File: src/common/rmc_pkg.sv
// package: mode enum, timing constants and grouped carriers for the radio mode control
package rmc_pkg;

	// ----------------------------------------
	// clock and timing
	// ----------------------------------------
	localparam int CLK_MHZ = 100;
	localparam int STBY2ACT_US = 130;
	localparam int STBY2ACT_CYC = STBY2ACT_US * CLK_MHZ;
	localparam int CE_MIN_US = 10;
	localparam int CE_MIN_CYC = CE_MIN_US * CLK_MHZ;
	localparam int CS_HOLD_US = 128;
	localparam int CS_HOLD_CYC = CS_HOLD_US * CLK_MHZ;
	localparam int PD2STBY_XO_US = 1500;
	localparam int PD2STBY_EXT_US = 150;
	localparam int BASE_FREQ_MHZ = 2400;
	localparam int CNT_W = 16;

	// ----------------------------------------
	// reset values
	// ----------------------------------------
	localparam logic [6:0] CH_RST = 7'h02;
	localparam logic [1:0] PWR_RST = 2'h3;

	// ----------------------------------------
	// output power codes
	// ----------------------------------------
	localparam logic [1:0] PWR_0DBM = 2'h3;
	localparam logic [1:0] PWR_M6DBM = 2'h2;
	localparam logic [1:0] PWR_M12DBM = 2'h1;
	localparam logic [1:0] PWR_M18DBM = 2'h0;

	typedef enum logic [2:0] {
		ST_POR,
		ST_PDOWN,
		ST_STBY1,
		ST_STBY2,
		ST_SETTLE,
		ST_RX,
		ST_TX
	} rmc_mode_e;

	// radio setup word carried to the analog side
	typedef struct packed {
		logic air_rate_select;
		logic [1:0] output_power_level;
		logic low_noise_gain_bit;
		logic [6:0] channel_number;
	} rmc_radio_s;

	// ----------------------------------------
	// receive packet outcome
	// ----------------------------------------
	typedef struct packed {
		logic valid;
		logic addr_match;
		logic crc_ok;
	} rmc_rxpkt_s;

endpackage : rmc_pkg

File: src/rtl/rmc_sync.sv
// file: two flip-flop synchroniser for one level
`timescale 1ns/1ps
module rmc_sync
(
	input wire logic core_clk_i,
	input wire logic srst_i,
	input wire logic async_i,
	output logic sync_o
);
	logic meta_q;
	logic sync_q;

	always_ff @(posedge core_clk_i)
	begin
		if (srst_i)
		begin
			meta_q <= 1'b0;
			sync_q <= 1'b0;
		end
		else
		begin
			meta_q <= async_i;
			sync_q <= meta_q;
		end
	end

	assign sync_o = sync_q;
endmodule : rmc_sync

File: src/rtl/rmc_hold_timer.sv
// file: counter that reports when a level has stood for a set number of cycles
`timescale 1ns/1ps
module rmc_hold_timer
(
	input wire logic core_clk_i,
	input wire logic srst_i,
	input wire logic level_i,
	input wire logic [rmc_pkg::CNT_W-1:0] limit_i,
	output logic done_o
);
	logic [rmc_pkg::CNT_W-1:0] cnt_q;

	always_ff @(posedge core_clk_i)
	begin
		if (srst_i || !level_i)
			cnt_q <= '0;
		else if (cnt_q < limit_i)
			cnt_q <= cnt_q + 16'h0001;
	end

	assign done_o = level_i && (cnt_q >= limit_i);
endmodule : rmc_hold_timer

File: src/rtl/rmc_mode_ctrl.sv
// file: operating mode state machine of the packet radio
`timescale 1ns/1ps
module rmc_mode_ctrl
(
	input wire logic core_clk_i,
	input wire logic srst_i,
	input wire logic power_on_bit_i,
	input wire logic listen_role_bit_i,
	input wire logic air_rate_select_i,
	input wire logic [6:0] channel_number_i,
	input wire logic [1:0] output_power_level_i,
	input wire logic low_noise_gain_bit_i,
	input wire logic activate_pin_i,
	input wire logic select_n_pin_i,
	input wire logic tx_fifo_empty_i,
	input wire logic packet_done_i,
	input wire logic rx_signal_i,
	input wire rmc_pkg::rmc_rxpkt_s rx_pkt_i,
	input wire logic rx_fifo_full_i,
	output rmc_pkg::rmc_mode_e mode_o,
	output logic carrier_sense_o,
	output logic rx_store_o,
	output logic rx_drop_o,
	output logic tx_pop_o,
	output rmc_pkg::rmc_radio_s radio_o,
	output logic [11:0] freq_mhz_o
);
	// ----------------------------------------
	// pin synchronisers
	// ----------------------------------------
	logic act_s;
	logic sel_n_s;
	logic rx_sig_s;
	logic [2:0] pin_raw;
	logic [2:0] pin_s;
	assign pin_raw = {rx_signal_i, select_n_pin_i, activate_pin_i};
	for (genvar g = 0; g < 3; g++)
	begin : g_sync
		rmc_sync u_sync
		(
			.core_clk_i(core_clk_i),
			.srst_i(srst_i),
			.async_i(pin_raw[g]),
			.sync_o(pin_s[g])
		);
	end
	assign act_s = pin_s[0];
	assign sel_n_s = pin_s[1];
	assign rx_sig_s = pin_s[2];

	// ----------------------------------------
	// activate pulse width and select edge
	// ----------------------------------------
	logic ce_long;
	logic sel_n_d1_q;
	logic sel_armed_q;
	logic sel_rise;
	logic pulse_seen_q;
	logic pulse_seen_d;
	rmc_hold_timer u_ce_timer
	(
		.core_clk_i(core_clk_i),
		.srst_i(srst_i),
		.level_i(act_s),
		.limit_i(rmc_pkg::CNT_W'(rmc_pkg::CE_MIN_CYC)),
		.done_o(ce_long)
	);
	always_ff @(posedge core_clk_i)
	begin
		if (srst_i)
		begin
			sel_n_d1_q <= 1'b1;
			sel_armed_q <= 1'b0;
		end
		else
		begin
			sel_n_d1_q <= sel_n_s;
			sel_armed_q <= sel_armed_q || sel_n_s;
		end
	end
	assign sel_rise = sel_n_s && !sel_n_d1_q && sel_armed_q;

	// ----------------------------------------
	// mode state machine
	// ----------------------------------------
	rmc_pkg::rmc_mode_e state_q;
	rmc_pkg::rmc_mode_e state_d;
	rmc_pkg::rmc_mode_e target_q;
	rmc_pkg::rmc_mode_e target_d;
	logic [rmc_pkg::CNT_W-1:0] settle_q;
	logic settle_done;
	logic tx_req;
	logic rx_req;

	assign settle_done = settle_q == rmc_pkg::CNT_W'(rmc_pkg::STBY2ACT_CYC - 1);
	assign rx_req = power_on_bit_i && listen_role_bit_i && act_s;
	assign tx_req = power_on_bit_i && !listen_role_bit_i && !tx_fifo_empty_i;

	always_comb
	begin
		state_d = state_q;
		target_d = target_q;
		pulse_seen_d = pulse_seen_q;
		if (ce_long && state_q == rmc_pkg::ST_STBY1)
			pulse_seen_d = 1'b1;
		case (state_q)
			rmc_pkg::ST_POR:
			begin
				state_d = rmc_pkg::ST_PDOWN;
			end
			rmc_pkg::ST_PDOWN:
			begin
				if (power_on_bit_i)
					state_d = rmc_pkg::ST_STBY1;
			end
			rmc_pkg::ST_STBY1:
			begin
				if (rx_req)
				begin
					state_d = rmc_pkg::ST_SETTLE;
					target_d = rmc_pkg::ST_RX;
				end
				else if (tx_req && (pulse_seen_q || ce_long))
				begin
					state_d = rmc_pkg::ST_SETTLE;
					target_d = rmc_pkg::ST_TX;
				end
				else if (!listen_role_bit_i && act_s && tx_fifo_empty_i)
					state_d = rmc_pkg::ST_STBY2;
			end
			rmc_pkg::ST_STBY2:
			begin
				if (!act_s)
					state_d = rmc_pkg::ST_STBY1;
				else if (tx_req && sel_rise)
				begin
					state_d = rmc_pkg::ST_SETTLE;
					target_d = rmc_pkg::ST_TX;
				end
			end
			rmc_pkg::ST_SETTLE:
			begin
				if (settle_done)
					state_d = target_q;
			end
			rmc_pkg::ST_RX:
			begin
				// leave on standby, off, or listen role cleared for transmit
				if (!act_s)
					state_d = rmc_pkg::ST_STBY1;
				else if (!listen_role_bit_i)
				begin
					state_d = rmc_pkg::ST_SETTLE;
					target_d = rmc_pkg::ST_TX;
				end
			end
			rmc_pkg::ST_TX:
			begin
				if (packet_done_i)
				begin
					pulse_seen_d = 1'b0;
					if (!act_s)
						state_d = rmc_pkg::ST_STBY1;
					else if (listen_role_bit_i)
					begin
						state_d = rmc_pkg::ST_SETTLE;
						target_d = rmc_pkg::ST_RX;
					end
					else if (tx_fifo_empty_i)
						state_d = rmc_pkg::ST_STBY2;
				end
			end
			default:
			begin
				state_d = rmc_pkg::ST_PDOWN;
			end
		endcase
		// power bit low forces power down
		if (!power_on_bit_i && state_q != rmc_pkg::ST_POR)
		begin
			state_d = rmc_pkg::ST_PDOWN;
			pulse_seen_d = 1'b0;
		end
	end

	always_ff @(posedge core_clk_i)
	begin
		if (srst_i)
		begin
			state_q <= rmc_pkg::ST_POR;
			target_q <= rmc_pkg::ST_STBY1;
			pulse_seen_q <= 1'b0;
		end
		else
		begin
			state_q <= state_d;
			target_q <= target_d;
			pulse_seen_q <= pulse_seen_d;
		end
	end

	// settle counter on the core clock
	always_ff @(posedge core_clk_i)
	begin
		if (srst_i || state_q != rmc_pkg::ST_SETTLE)
			settle_q <= '0;
		else if (!settle_done)
			settle_q <= settle_q + 16'h0001;
	end

	assign mode_o = state_q;

	// ----------------------------------------
	// transmit fifo pop and receive storage
	// ----------------------------------------
	logic tx_pop_q;
	logic rx_store_q;
	logic rx_drop_q;
	logic rx_good;

	assign rx_good = rx_pkt_i.valid && rx_pkt_i.addr_match && rx_pkt_i.crc_ok;

	always_ff @(posedge core_clk_i)
	begin
		if (srst_i)
		begin
			tx_pop_q <= 1'b0;
			rx_store_q <= 1'b0;
			rx_drop_q <= 1'b0;
		end
		else
		begin
			tx_pop_q <= state_q == rmc_pkg::ST_TX && packet_done_i;
			rx_store_q <= state_q == rmc_pkg::ST_RX && rx_good && !rx_fifo_full_i;
			rx_drop_q <= state_q == rmc_pkg::ST_RX && rx_good && rx_fifo_full_i;
		end
	end

	assign tx_pop_o = tx_pop_q;
	assign rx_store_o = rx_store_q;
	assign rx_drop_o = rx_drop_q;

	// ----------------------------------------
	// carrier sense filter
	// ----------------------------------------
	logic cs_done;
	logic cs_q;
	// signal held 128 us in receive
	rmc_hold_timer u_cs_timer
	(
		.core_clk_i(core_clk_i),
		.srst_i(srst_i),
		.level_i(rx_sig_s && state_q == rmc_pkg::ST_RX),
		.limit_i(rmc_pkg::CNT_W'(rmc_pkg::CS_HOLD_CYC)),
		.done_o(cs_done)
	);
	always_ff @(posedge core_clk_i)
	begin
		if (srst_i)
			cs_q <= 1'b0;
		else
			cs_q <= cs_done;
	end

	assign carrier_sense_o = cs_q;

	// ----------------------------------------
	// radio settings
	// ----------------------------------------
	rmc_pkg::rmc_radio_s radio_q;
	logic [11:0] freq_q;

	always_ff @(posedge core_clk_i)
	begin
		if (srst_i)
		begin
			radio_q <= '{1'b1, rmc_pkg::PWR_RST, 1'b1, rmc_pkg::CH_RST};
			freq_q <= 12'(rmc_pkg::BASE_FREQ_MHZ) + {5'h00, rmc_pkg::CH_RST};
		end
		else
		begin
			radio_q.air_rate_select <= air_rate_select_i;
			radio_q.output_power_level <= output_power_level_i;
			radio_q.low_noise_gain_bit <= low_noise_gain_bit_i;
			radio_q.channel_number <= channel_number_i;
			freq_q <= 12'(rmc_pkg::BASE_FREQ_MHZ) + {5'h00, channel_number_i};
		end
	end

	assign radio_o = radio_q;
	assign freq_mhz_o = freq_q;
endmodule : rmc_mode_ctrl

File: config.mk
export PLATFORM = sky130hd
export DESIGN_NAME = rmc_mode_ctrl
export DESIGN_NICKNAME = d
export VERILOG_FILES = /design/src/common/rmc_pkg.sv /design/src/rtl/rmc_sync.sv /design/src/rtl/rmc_hold_timer.sv /design/src/rtl/rmc_mode_ctrl.sv
export SDC_FILE = /design/constraint.sdc
export NUM_CORES = 1
export LEC_CHECK = 0
export BUFFER_PORTS_ARGS = -buffer_cell sky130_fd_sc_hd__buf_2
export CORE_ASPECT_RATIO = 1.1
export CORE_MARGIN = 3
export CORE_UTILIZATION = 64
export CTS_CLUSTER_DIAMETER = 100
export DETAILED_ROUTE_END_ITERATION = 10
export PLACE_DENSITY = 0.86
export SETUP_SLACK_MARGIN = 0.3
export SLEW_MARGIN = 20
export SYNTH_ARGS = -nofsm -noshare
export SYNTH_HDL_FRONTEND = slang
export SYNTH_HIERARCHICAL = 1
export SYNTH_SLANG_ARGS = --single-unit
File: constraint.sdc
create_clock -name core_clk_i -period 6.6 [get_ports core_clk_i]
set_input_delay 0.33 -clock core_clk_i [delete_from_list [all_inputs] [get_ports core_clk_i]]
set_output_delay 0.33 -clock core_clk_i [all_outputs]
set_load 0.005 [all_outputs]
==> results of run 1 <==
## worst reg2reg max path: stages, from the launching register on
cell and delay, ns:
sky130_fd_sc_hd__dfxtp_1 0.33, sky130_fd_sc_hd__ha_1 0.32, sky130_fd_sc_hd__nand4_1 0.23, sky130_fd_sc_hd__or4_4 0.64, sky130_fd_sc_hd__a21o_4 0.23, sky130_fd_sc_hd__nand3_1 0.08, sky130_fd_sc_hd__o21a_1 0.13, sky130_fd_sc_hd__nor2_1 0.06
sky130_fd_sc_hd__o31ai_1 0.38, sky130_fd_sc_hd__a221o_1 0.28, sky130_fd_sc_hd__nand3_2 0.12, sky130_fd_sc_hd__mux2_4 0.32
## path summary, 6_finish.rpt
path                                           endpoint  slack, ns               startpoint  cells past startpoint
worst max-delay path                          mode_o[1]       3.37     u_ce_timer/cnt_q[15]                     11
worst max register to register                mode_o[1]       3.37     u_ce_timer/cnt_q[15]                     11
worst min register to register  g_sync[0].u_sync/sync_o       0.45  g_sync[0].u_sync/meta_q                      1
worst min-delay path                         radio_o[7]       0.15     low_noise_gain_bit_i                      2
## state kept, by name, summed over array words and instances, names as in the netlist
name	count
radio_o	11
g_sync.u_sync/sync_o	3
rx_store_o	1
mode_o	3
rx_drop_o	1
u_ce_timer/cnt_q	16
carrier_sense_o	1
g_sync.u_sync/meta_q	3
sel_n_d1_q	1
sel_armed_q	1
settle_q	16
u_cs_timer/cnt_q	16
pulse_seen_q	1
target_q	3
tx_pop_o	1
freq_mhz_o	3
## power by group through the flow
stage / combinational [W] / clock (W) / sequential, W
after floorplan: 0.0000820 / 0 / 0.000521
after global placement: 0.0000939 / 0 / 0.000527
after detailed placement: 0.0000995 / 0 / 0.000527
after CTS: 0.000101 / 0.000408 / 0.000516
after global routing: 0.000116 / 0.000429 / 0.000518
final: 0.000103 / 0.000403 / 0.000517
## layout make-up
type	instances	area share [%]
clock buffers	11	2.568
flip-flops and latches	81	29.45
clock inverters	5	1.432
well taps	105	2.386
multi-input cells	469	56.36
repair buffers	51	4.727
inverters	45	3.068
## synth_stat cells, types with 7 or more instances
| library cell | n | share of area [%] |
|---|---|---|
| sky130_fd_sc_hd__ha_1 | 36 | 9.0 |
| sky130_fd_sc_hd__nor3_1 | 7 | 0.70 |
| sky130_fd_sc_hd__nor2b_1 | 20 | 2.5 |
| sky130_fd_sc_hd__nand3_1 | 23 | 2.3 |
| sky130_fd_sc_hd__nand2b_1 | 31 | 3.9 |
| sky130_fd_sc_hd__nand2_1 | 64 | 4.8 |
| sky130_fd_sc_hd__nor2_1 | 41 | 3.1 |
| sky130_fd_sc_hd__inv_1 | 45 | 3.4 |
| sky130_fd_sc_hd__o21ai_0 | 8 | 0.80 |
| sky130_fd_sc_hd__and3_1 | 8 | 1.0 |
| sky130_fd_sc_hd__a21oi_1 | 27 | 2.7 |
| sky130_fd_sc_hd__mux2i_1 | 30 | 6.0 |
| sky130_fd_sc_hd__nor4_1 | 22 | 2.8 |
| sky130_fd_sc_hd__nand4_1 | 24 | 3.0 |
| sky130_fd_sc_hd__buf_4 | 12 | 1.8 |
| sky130_fd_sc_hd__dfxtp_1 | 81 | 32 |
| sky130_fd_sc_hd__clkbuf_1 | 13 | 0.98 |
## cells by family (layout without fill, tap and decap cells)
group | after synthesis | count (layout) | share of synthesized area, %
AO/OA/AOI/OAI | 73 | 73 | 10.50
XOR/XNOR | 12 | 12 | 2.105
adder cells (fa/ha/maj) | 36 | 36 | 9.020
buffers and inverters | 81 | 112 | 8.194
flip-flops | 81 | 81 | 32.47
multiplexers | 31 | 31 | 6.314
other | 2 | 36 | 0.1504
AND/OR/NAND/NOR | 281 | 281 | 31.25
## stage by stage
step           hold WS, ns  cells  utilization (%)  setup slack, ns  total power [W]
5_1_grt             0.1472    767            73.26            3.281         0.001063
3_3_place_gp        0.4224    751            70.16            3.597        0.0006208
2_1_floorplan       0.4016    631                -            3.746        0.0006025
4_1_cts             0.1367    767            73.09            3.428         0.001025
6_report            0.1470    767            73.26            3.374         0.001022
3_5_place_dp        0.4340    751            70.16            3.465        0.0006267
## per-layer routing
layer / track usage (%) / up-vias / routed length, um
met5: 0 / - / 0
met3: 3.359 / 38 / 540
li1: - / 2161 / -
met2: 46.38 / 151 / 5713
met1: 29.53 / 2083 / 4662
met4: 13.66 / 0 / 311
==> results, run 1 <==
- The flow ran to the end, and the final reports show no timing, DRC or antenna violations.
- At the end of routability-driven placement, the weighted congestion stood at 0.8985.
- The final antenna-violating net count is 0.
- Clock tree synthesis found a total of 81 sinks.
- For this configuration, the core starts out at a cell density of 66.45%.
- Setup repair after global routing left no endpoint under its margin.
- The share of total power dissipated in the clock network is between 30% and 40%.
- The number of rows in the core area is 33.
- The detailed router finished its first iteration with approximately 250 violations.
- Walking the worst path, the cells encountered are ha_1 > nand4_1 > or4_4 > a21o_4 > nand3_1 > o21a_1 > nor2_1 > o31ai_1 > a221o_1 > nand3_2 > mux2_4.
- Net switching is 24.74% of the power.
- The max-slew violation count came to 0.
- The total buffers and inverters traversed by the critical path is 0.
- The area of the die is 0.008899 mm2.
- The die outline height is ~99 um.
- The sequential cell fraction of total power is 50.5%.
- The multi-input combinational cells in the finished layout cover a total of between 0.003 and 0.004 mm2.
- The startpoint kind of the worst setup timing path is a register.
- The floorplan step defined a core boundary enclosing 0.007515 mm2.
- The fraction of the cycle the final worst path needs is around half.
- For this run, the detailed router's first-pass iteration total came to 6.
- Buffers added to address setup during post-CTS repair amount to 0.
- The top achievable clock speed is 310.0 MHz.
- The clock root buffer master is sky130_fd_sc_hd__clkbuf_8.
- The post-route cell area is 0.005505 mm2.
- The count of synthesis-stage warnings from yosys is 6.
- In this run, synthesis inferred 0 flip-flops with an integrated enable.
- The total global routing overflow is 0.
- The proportion of synthesized flip-flops having asynchronous set or reset is 0%.
- The library cells used most frequently in the layout, excluding fill and tap cells, are sky130_fd_sc_hd__dfxtp_1 (81), sky130_fd_sc_hd__nand2_1 (64), sky130_fd_sc_hd__buf_2 (49), sky130_fd_sc_hd__inv_1 (45), sky130_fd_sc_hd__nor2_1 (41).
- In the routed design, unresolved DRC markers number 0.
- TritonCTS built the clock tree.
- In the synthesized netlist, the number of instances is 597.
- The global-route wire length before repair is 18.98 mm.
- The depth of the CTS H-tree is 3.
- The share of final-layout standard cells stronger than drive strength 1 is roughly 15%.
- For this run, the leading register cell type out of synthesis is sky130_fd_sc_hd__dfxtp_1.
- The count of buffers added on input and output ports is 49.
- Counting the fill cells in the layout gives 572.
- During I/O placement, the number of pins put on the boundary was between 50 and 60.
- After routing, the total negative slack on setup checks comes to 0 ns.
- The area added between synthesis and finish is 10.25%.
- The worst endpoint required time is 6.85 ns.
- Entering global routing, the biggest net connects 31 pins.
- The clock buffer count from CTS is 9.
- The worst setup path is captured at a register.
- The placed instances occupy a cell area of 0.005273 mm2.
- The maximum clock skew at final layout is 0.01204 ns.
- Global routing consumed, over all layers together, between 20% and 30% of the routing resources.
- Averaged over all synthesized cells, the footprint is 8.364 um2.
- The analysis attributes to cell leakage a power of roughly 2.2 nW.
- The via density per instance is 5.780.
- The via count of the first global-routing pass is 4339.
- The total count of hold-check failures in the final report was 0.
- Registers take 0.001622 mm2.
- The total standard cell area after synthesis is ~0.005 mm2.
- For the worst setup path, the data arrival time is 3.47 ns.
- The peak fanout along the critical path is 5.
- The flip-flop and latch count after synthesis is 81.
- For this run, the post-layout net count is around 700.
- The combinational share of power is ~10%.
- Counting I/O delays and the setup requirement, the final critical path takes ~3.2 ns.
- The number of hold buffers added after CTS was 0.
- The worst setup path is of the register to register kind.
- Clock-pin slew was measured on the worst setup and hold paths at 0.08 ns.
- The most common cell after layout, fill and taps aside is sky130_fd_sc_hd__dfxtp_1.
- For the pin with the worst max-slew slack, the measured transition is 0.6558 ns.
- Of the synthesized area, sequential elements account for 32.47%.
- The cell type of the slowest stage on the worst timing path is sky130_fd_sc_hd__or4_4.
- The final HPWL from detailed placement is 7.947 mm.
- The number of antenna violations at the first check in global routing is 0.
- The power dissipated by switching net loads is 0.0002530 W.
- IR analysis of the VDD net gives a maximum drop of about 0.15 mV.
- The routed layout has 4433 vias.
- The final count of negative-setup-slack endpoints is 0.
- Power spread over the standard cell area amounts to 185.7 mW/mm2.
- Counting along the longest clock path gives a buffer depth of 2.
- The min-delay analysis places its worst path in the category primary input to register.
- The total of cells resized after clock tree synthesis is 0.
- The largest delay contributor family on the critical path is simple AND/OR/NAND/NOR gates.
- After detailed routing, the total wire length is about 11 mm.
- The max-cap check violation count is 0.
- In this run the horizontal extent of the chip is ~90 um.
- Cell internal power was estimated by the tool at about 0.00077 W.
- The count of antenna diodes in the layout is 0.
- The post-synthesis cell type count is 67.
- The maximum cell stage delay along the critical path is 0.64 ns.
- In this run the tightest slew margin relative to its limit is a little under three fifths.
- In the final routed layout, each cell accounts on average for 14.64 um.
- The clock latency on the worst-skew pair is ~0.36 ns.
(Power assumes the default switching activity.)
==> run 2, diff against run 1 <==
--- a/config.mk
+++ b/config.mk
@@ -5,13 +5,14 @@
 export SDC_FILE = /design/constraint.sdc
 export NUM_CORES = 1
 export LEC_CHECK = 0
+export ABC_AREA = 1
 export BUFFER_PORTS_ARGS = -buffer_cell sky130_fd_sc_hd__buf_2
 export CORE_ASPECT_RATIO = 1.1
 export CORE_MARGIN = 3
-export CORE_UTILIZATION = 64
+export CORE_UTILIZATION = 54
 export CTS_CLUSTER_DIAMETER = 100
 export DETAILED_ROUTE_END_ITERATION = 10
-export PLACE_DENSITY = 0.86
+export PLACE_DENSITY = 0.77
 export SETUP_SLACK_MARGIN = 0.3
 export SLEW_MARGIN = 20
 export SYNTH_ARGS = -nofsm -noshare
==> constraint.sdc (replaced) <==
create_clock -name core_clk_i -period 2.8 [get_ports core_clk_i]
set_input_delay 0.14 -clock core_clk_i [delete_from_list [all_inputs] [get_ports core_clk_i]]
set_output_delay 0.14 -clock core_clk_i [all_outputs]
set_load 0.005 [all_outputs]
==> run 2 against run 1 <==
Effect of this change:
- first-iteration DRC count shrank 13%
- via count grew 13%
- combinational power grew to 5.9 times the previous value
- critical endpoint is now target_q[0]
- synthesized cell count grew 34%
- total power grew to 2.7 times the previous value
- area after synthesis grew 4.0%
- global-route usage shrank 4.0 points
- register-to-register slack lost 2.9 ns
- largest power group unchanged
- utilization shrank 5.7 points
- sequential share of layout area shrank 2.7 points
==> results, run 2 <==
- The final weighted congestion in routability-driven placement came to 0.9016 (+0.35%).
- The mean instance size in the synthesized netlist is 6.476 um2 (-23%).
- The die span in x came to 99.51 um (+10%).
- The post-synthesis cell type count came to 35 (-48%).
- The dominant combinational cell family by area after synthesis is simple AND/OR/NAND/NOR gates.
- The final worst hold slack was 0.03169 ns (-0.1153 ns).
- The relative max-transition margin is 47.73% (-8.3 points).
- The type of the setup path with the least slack is register to register.
- The number of vias in the routed layout came to 5029 (+13%).
- The number of antenna violations at the first check in global routing is 0 (unchanged).
- The maximum ir drop on the vdd rail is 0.3700 mV (+150%).
- The final count of negative-setup-slack endpoints is 0 (unchanged).
- The die outline height was 108.9 um (+10%).
- Yosys attributes the largest share of cell area to sky130_fd_sc_hd__dfxtp_1 (31%), sky130_fd_sc_hd__nand2_1 (14%), sky130_fd_sc_hd__nor2_1 (10%), sky130_fd_sc_hd__inv_1 (9.4%), sky130_fd_sc_hd__ha_1 (8.7%).
- The number of DRC markers after the initial detailed-route iteration is 220 (-13%).
- The mux contribution to synthesized area is 0% (-6.3 points).
- The total routing resource utilization after global routing was 21.70% (-4.0 points).
- The global-route wire length before repair is 19.40 mm (+2.3%).
- The depth of the CTS H-tree was 3 (unchanged).
- The count of antenna diodes in the layout was 0 (unchanged).
- The count of synthesis-stage warnings from yosys is 6 (unchanged).
- The area added between synthesis and finish is 18.41%.
- The top cell type's share of synthesized area came to 31.22% (-1.3 points).
- The maximum clock skew at final layout is 0.01368 ns (+0.001635 ns).
- The final critical delay including setup and external delays is 2.305 ns (-0.9211 ns).
- The count of port buffers added during placement came to 49 (unchanged).
- The total leakage power is 2.873 nW (+29%).
- The switching share of total power is 34.23% (+9.5 points).
- The pin count of the biggest net entering global routing is 29 (-6.5%).
- The startpoint kind of the worst setup timing path is a register.
- The total count of hold-check failures in the final report is 0 (unchanged).
- The top cell types in the final layout, fill and taps aside, are sky130_fd_sc_hd__nand2_1 (198), sky130_fd_sc_hd__nor2_1 (141), sky130_fd_sc_hd__inv_1 (129), sky130_fd_sc_hd__dfxtp_1 (68), sky130_fd_sc_hd__buf_2 (49).
- The proportion of synthesized flip-flops having asynchronous set or reset is 0% (unchanged).
- The worst endpoint required time is 3.08 ns (-3.77 ns).
- The run finished with clean final reports.
- The area inside the core boundary is 0.009099 mm2 (+21%).
- The most repeated cell in the gate-level netlist after synthesis is sky130_fd_sc_hd__nand2_1.
- The post-synthesis compound-gate area fraction is 5.685% (-4.8 points).
- The worst setup path is captured at a register.
- The portion of total power attributed to the clock network is 30.4% (-9.0 points).
- Among all flip-flop cells after synthesis, the most frequent one is sky130_fd_sc_hd__dfxtp_1.
- The clock root buffer master is sky130_fd_sc_hd__clkbuf_8.
- The number of top-level pins is 54 (unchanged).
- The effective utilization at floorplan came to 57.08% (-9.4 points).
- The via count of the first global-routing pass was 4664 (+7.5%).
- The sequential cell fraction of total power is 47.1% (-3.4 points).
- The sum of negative setup slack was 0 ns (unchanged).
- The share of final-layout standard cells stronger than drive strength 1 came to 19.63% (+4.5 points).
- Setup repair after global routing left no endpoint under its margin.
- The fraction of the mapped netlist area in simple logic gates is 40.52% (+9.3 points).
- The CTS tree is built.
- The power per standard cell area came to 441.5 mW/mm2 (+140%).
- The utilization after layout came to 67.59% (-5.7 points).
- The share of the synthesized netlist area taken by xor and xnor gates is 1.012% (-1.1 points).
- The sequential share of the synthesized area was 31.22% (-1.3 points).
- The via density per instance is 4.902 (-15%).
- The number of enable flip-flop cells after synthesis is 0 (unchanged).
- The min-delay analysis places its worst path in the category primary input to register.
- The total wirelength of the detailed-routed design is 11.61 mm (+3.4%).
- The final HPWL from detailed placement was 8.286 mm (+4.3%).
- The number of rows in the core area is 36 (+9.1%).
- The number of detailed-route iterations in the first pass is 5 (-1).
- The cell count after synthesis is 802 (+34%).
- The flip-flop and latch count after synthesis came to 81 (unchanged).
- In the final layout, the registers with the most flip-flops are settle_q (16), u_ce_timer/cnt_q (16), u_cs_timer/cnt_q (16).
- The maximum buffer depth of the clock tree came to 2 (unchanged).
- The final total power came to 0.002715 W (+170%).
- The final antenna-violating net count is 0 (unchanged).
- The top achievable clock speed is 433.9 MHz (+40%).
- The total global routing overflow is 0 (unchanged).
- The total standard cell area after synthesis is 0.005194 mm2 (+4.0%).
- The per-cell routed wire length came to 11.31 um (-23%).
- The internal power is 0.001786 W (+130%).
- The power dissipated by switching net loads is 0.0009293 W (+270%).
- The adder-cell share of the synthesized area is 8.673% (-0.35 points).
- The clock-pin slew on the worst setup and hold paths was 0.10 ns (+0.02 ns).
- The net count reported at finish was 967 (+35%).
- The max-cap check violation count is 0 (unchanged).
- The cell type with the highest aggregate area in the netlist is sky130_fd_sc_hd__dfxtp_1.
- The combinational share of power is 22.5% (+13 points).
- Ranked by instance count, the synthesized netlist is headed by sky130_fd_sc_hd__nand2_1 (200), sky130_fd_sc_hd__nor2_1 (141), sky130_fd_sc_hd__inv_1 (130).
- The fraction of the cycle the final worst path needs came to 82.32% (+33 points).
- The max-slew violation count was 0 (unchanged).
- The worst-margin pin slew is 0.7812 ns (+0.1253 ns).
- The worst path arrival time is 2.59 ns (-0.88 ns).
- The clock latency on the worst-skew pair was 0.37 ns (about the same).
- The peak fanout along the critical path is 7 (+2).
- The library cell used most frequently in the layout, excluding fill and tap cells, is sky130_fd_sc_hd__nand2_1.
- The clock buffer count from CTS is 9 (unchanged).
- The final routed DRC violation total is 0 (unchanged).
- The TritonCTS sink count is 81 (unchanged).
- The area of the die came to 0.01083 mm2 (+22%).
run 2: cell count changes after synthesis, moves of 18 or more:
cell | before | now
sky130_fd_sc_hd__mux2i_1 | 30 | 0
sky130_fd_sc_hd__nand2_2 | 1 | 20
sky130_fd_sc_hd__nor2_2 | 0 | 20
sky130_fd_sc_hd__nand2_1 | 64 | 200
sky130_fd_sc_hd__inv_1 | 45 | 130
sky130_fd_sc_hd__nor2b_1 | 20 | 0
sky130_fd_sc_hd__nand2b_1 | 31 | 0
sky130_fd_sc_hd__nor4_1 | 22 | 0
sky130_fd_sc_hd__nor2_1 | 41 | 141
sky130_fd_sc_hd__nand3_1 | 23 | 41
run 2: what timing repair did:
action	in CTS	in global routing
endpoints found under the setup margin	6	6
gates resized for setup	1	39
pin swaps	0	13
buffers inserted	0	13
hold endpoints to repair	16	0
hold buffers	15	0
run 2: cells by family after synthesis:
kind of cell | after synthesis
other | 2
adders and majority gates | 36
and+or+nand+nor | 470
xor gates and xnor gates | 6
AOI/OAI and AO/OA | 52
DFF | 81
buffers and inverters | 155
run 2: worst paths after layout:
check / startpoint / end / slack, ns / depth (start not counted)
setup reg to reg: u_ce_timer/cnt_q[11] / target_q[0] / 0.50 / 19
hold reg to reg: g_sync[0].u_sync/meta_q / g_sync[0].u_sync/sync_o / 0.40 / 2
hold / removal: channel_number_i[5] / radio_o[5] / 0.03 / 3
setup / recovery: u_ce_timer/cnt_q[11] / target_q[0] / 0.50 / 19
run 2: cell type report:
| cell class | instances | area [um2] |
|---|---|---|
| repair buffers | 78 | 500.5 |
| fillers | 804 | 2949 |
| clock inverters | 7 | 63.81 |
| flip-flops and latches | 81 | 1648 |
| multi-input cells | 600 | 3154 |
| inverters | 137 | 516.7 |
| clock buffers | 9 | 123.9 |
| well taps | 114 | 142.6 |
run 2: power by group through the flow:
stage / Sequential (W) / Clock [W] / Combinational (W)
6_report: 0.00128 / 0.000825 / 0.000611
5_1_grt: 0.00129 / 0.000897 / 0.000686
4_1_cts: 0.00128 / 0.000844 / 0.000544
3_5_place_dp: 0.00131 / 0 / 0.000524
3_3_place_gp: 0.00130 / 0 / 0.000505
2_1_floorplan: 0.00128 / 0 / 0.000432
run 2: critical path: stages, from the launching register on:
cell and delay (ns):
sky130_fd_sc_hd__dfxtp_4 0.37, sky130_fd_sc_hd__ha_1 0.30, sky130_fd_sc_hd__nand2_1 0.08, sky130_fd_sc_hd__nor2_1 0.11, sky130_fd_sc_hd__nand2_2 0.10, sky130_fd_sc_hd__nor2_4 0.13
sky130_fd_sc_hd__nand2_4 0.09, sky130_fd_sc_hd__nand2_8 0.10, sky130_fd_sc_hd__nor2_4 0.05, sky130_fd_sc_hd__nand2_1 0.05, sky130_fd_sc_hd__nand2_1 0.04, sky130_fd_sc_hd__inv_1 0.06
sky130_fd_sc_hd__or2_4 0.12, sky130_fd_sc_hd__nand3_4 0.09, sky130_fd_sc_hd__nand2_4 0.10, sky130_fd_sc_hd__nand2_4 0.06, sky130_fd_sc_hd__nor3_4 0.15, sky130_fd_sc_hd__nand2_1 0.09
sky130_fd_sc_hd__nand2_1 0.07, sky130_fd_sc_hd__nor2_1 0.04
run 2: stage by stage:
step	setup WS [ns]	cell area (um2)	cells
floorplan	0.4703	5321	836
global placement	0.3402	5569	982
detailed placement	0.2157	5569	982
CTS	0.3070	5909	1013
global route	0.2774	6150	1026
finish	0.4951	6150	1026
run 2: per-layer routing:
metal	track usage [%]	up-vias	share of wire [%]
li1	-	2619	-
met1	25.95	2266	42
met2	38.68	118	51
met3	2.815	26	3.9
met4	9.951	0	2.5
met5	0	-	0
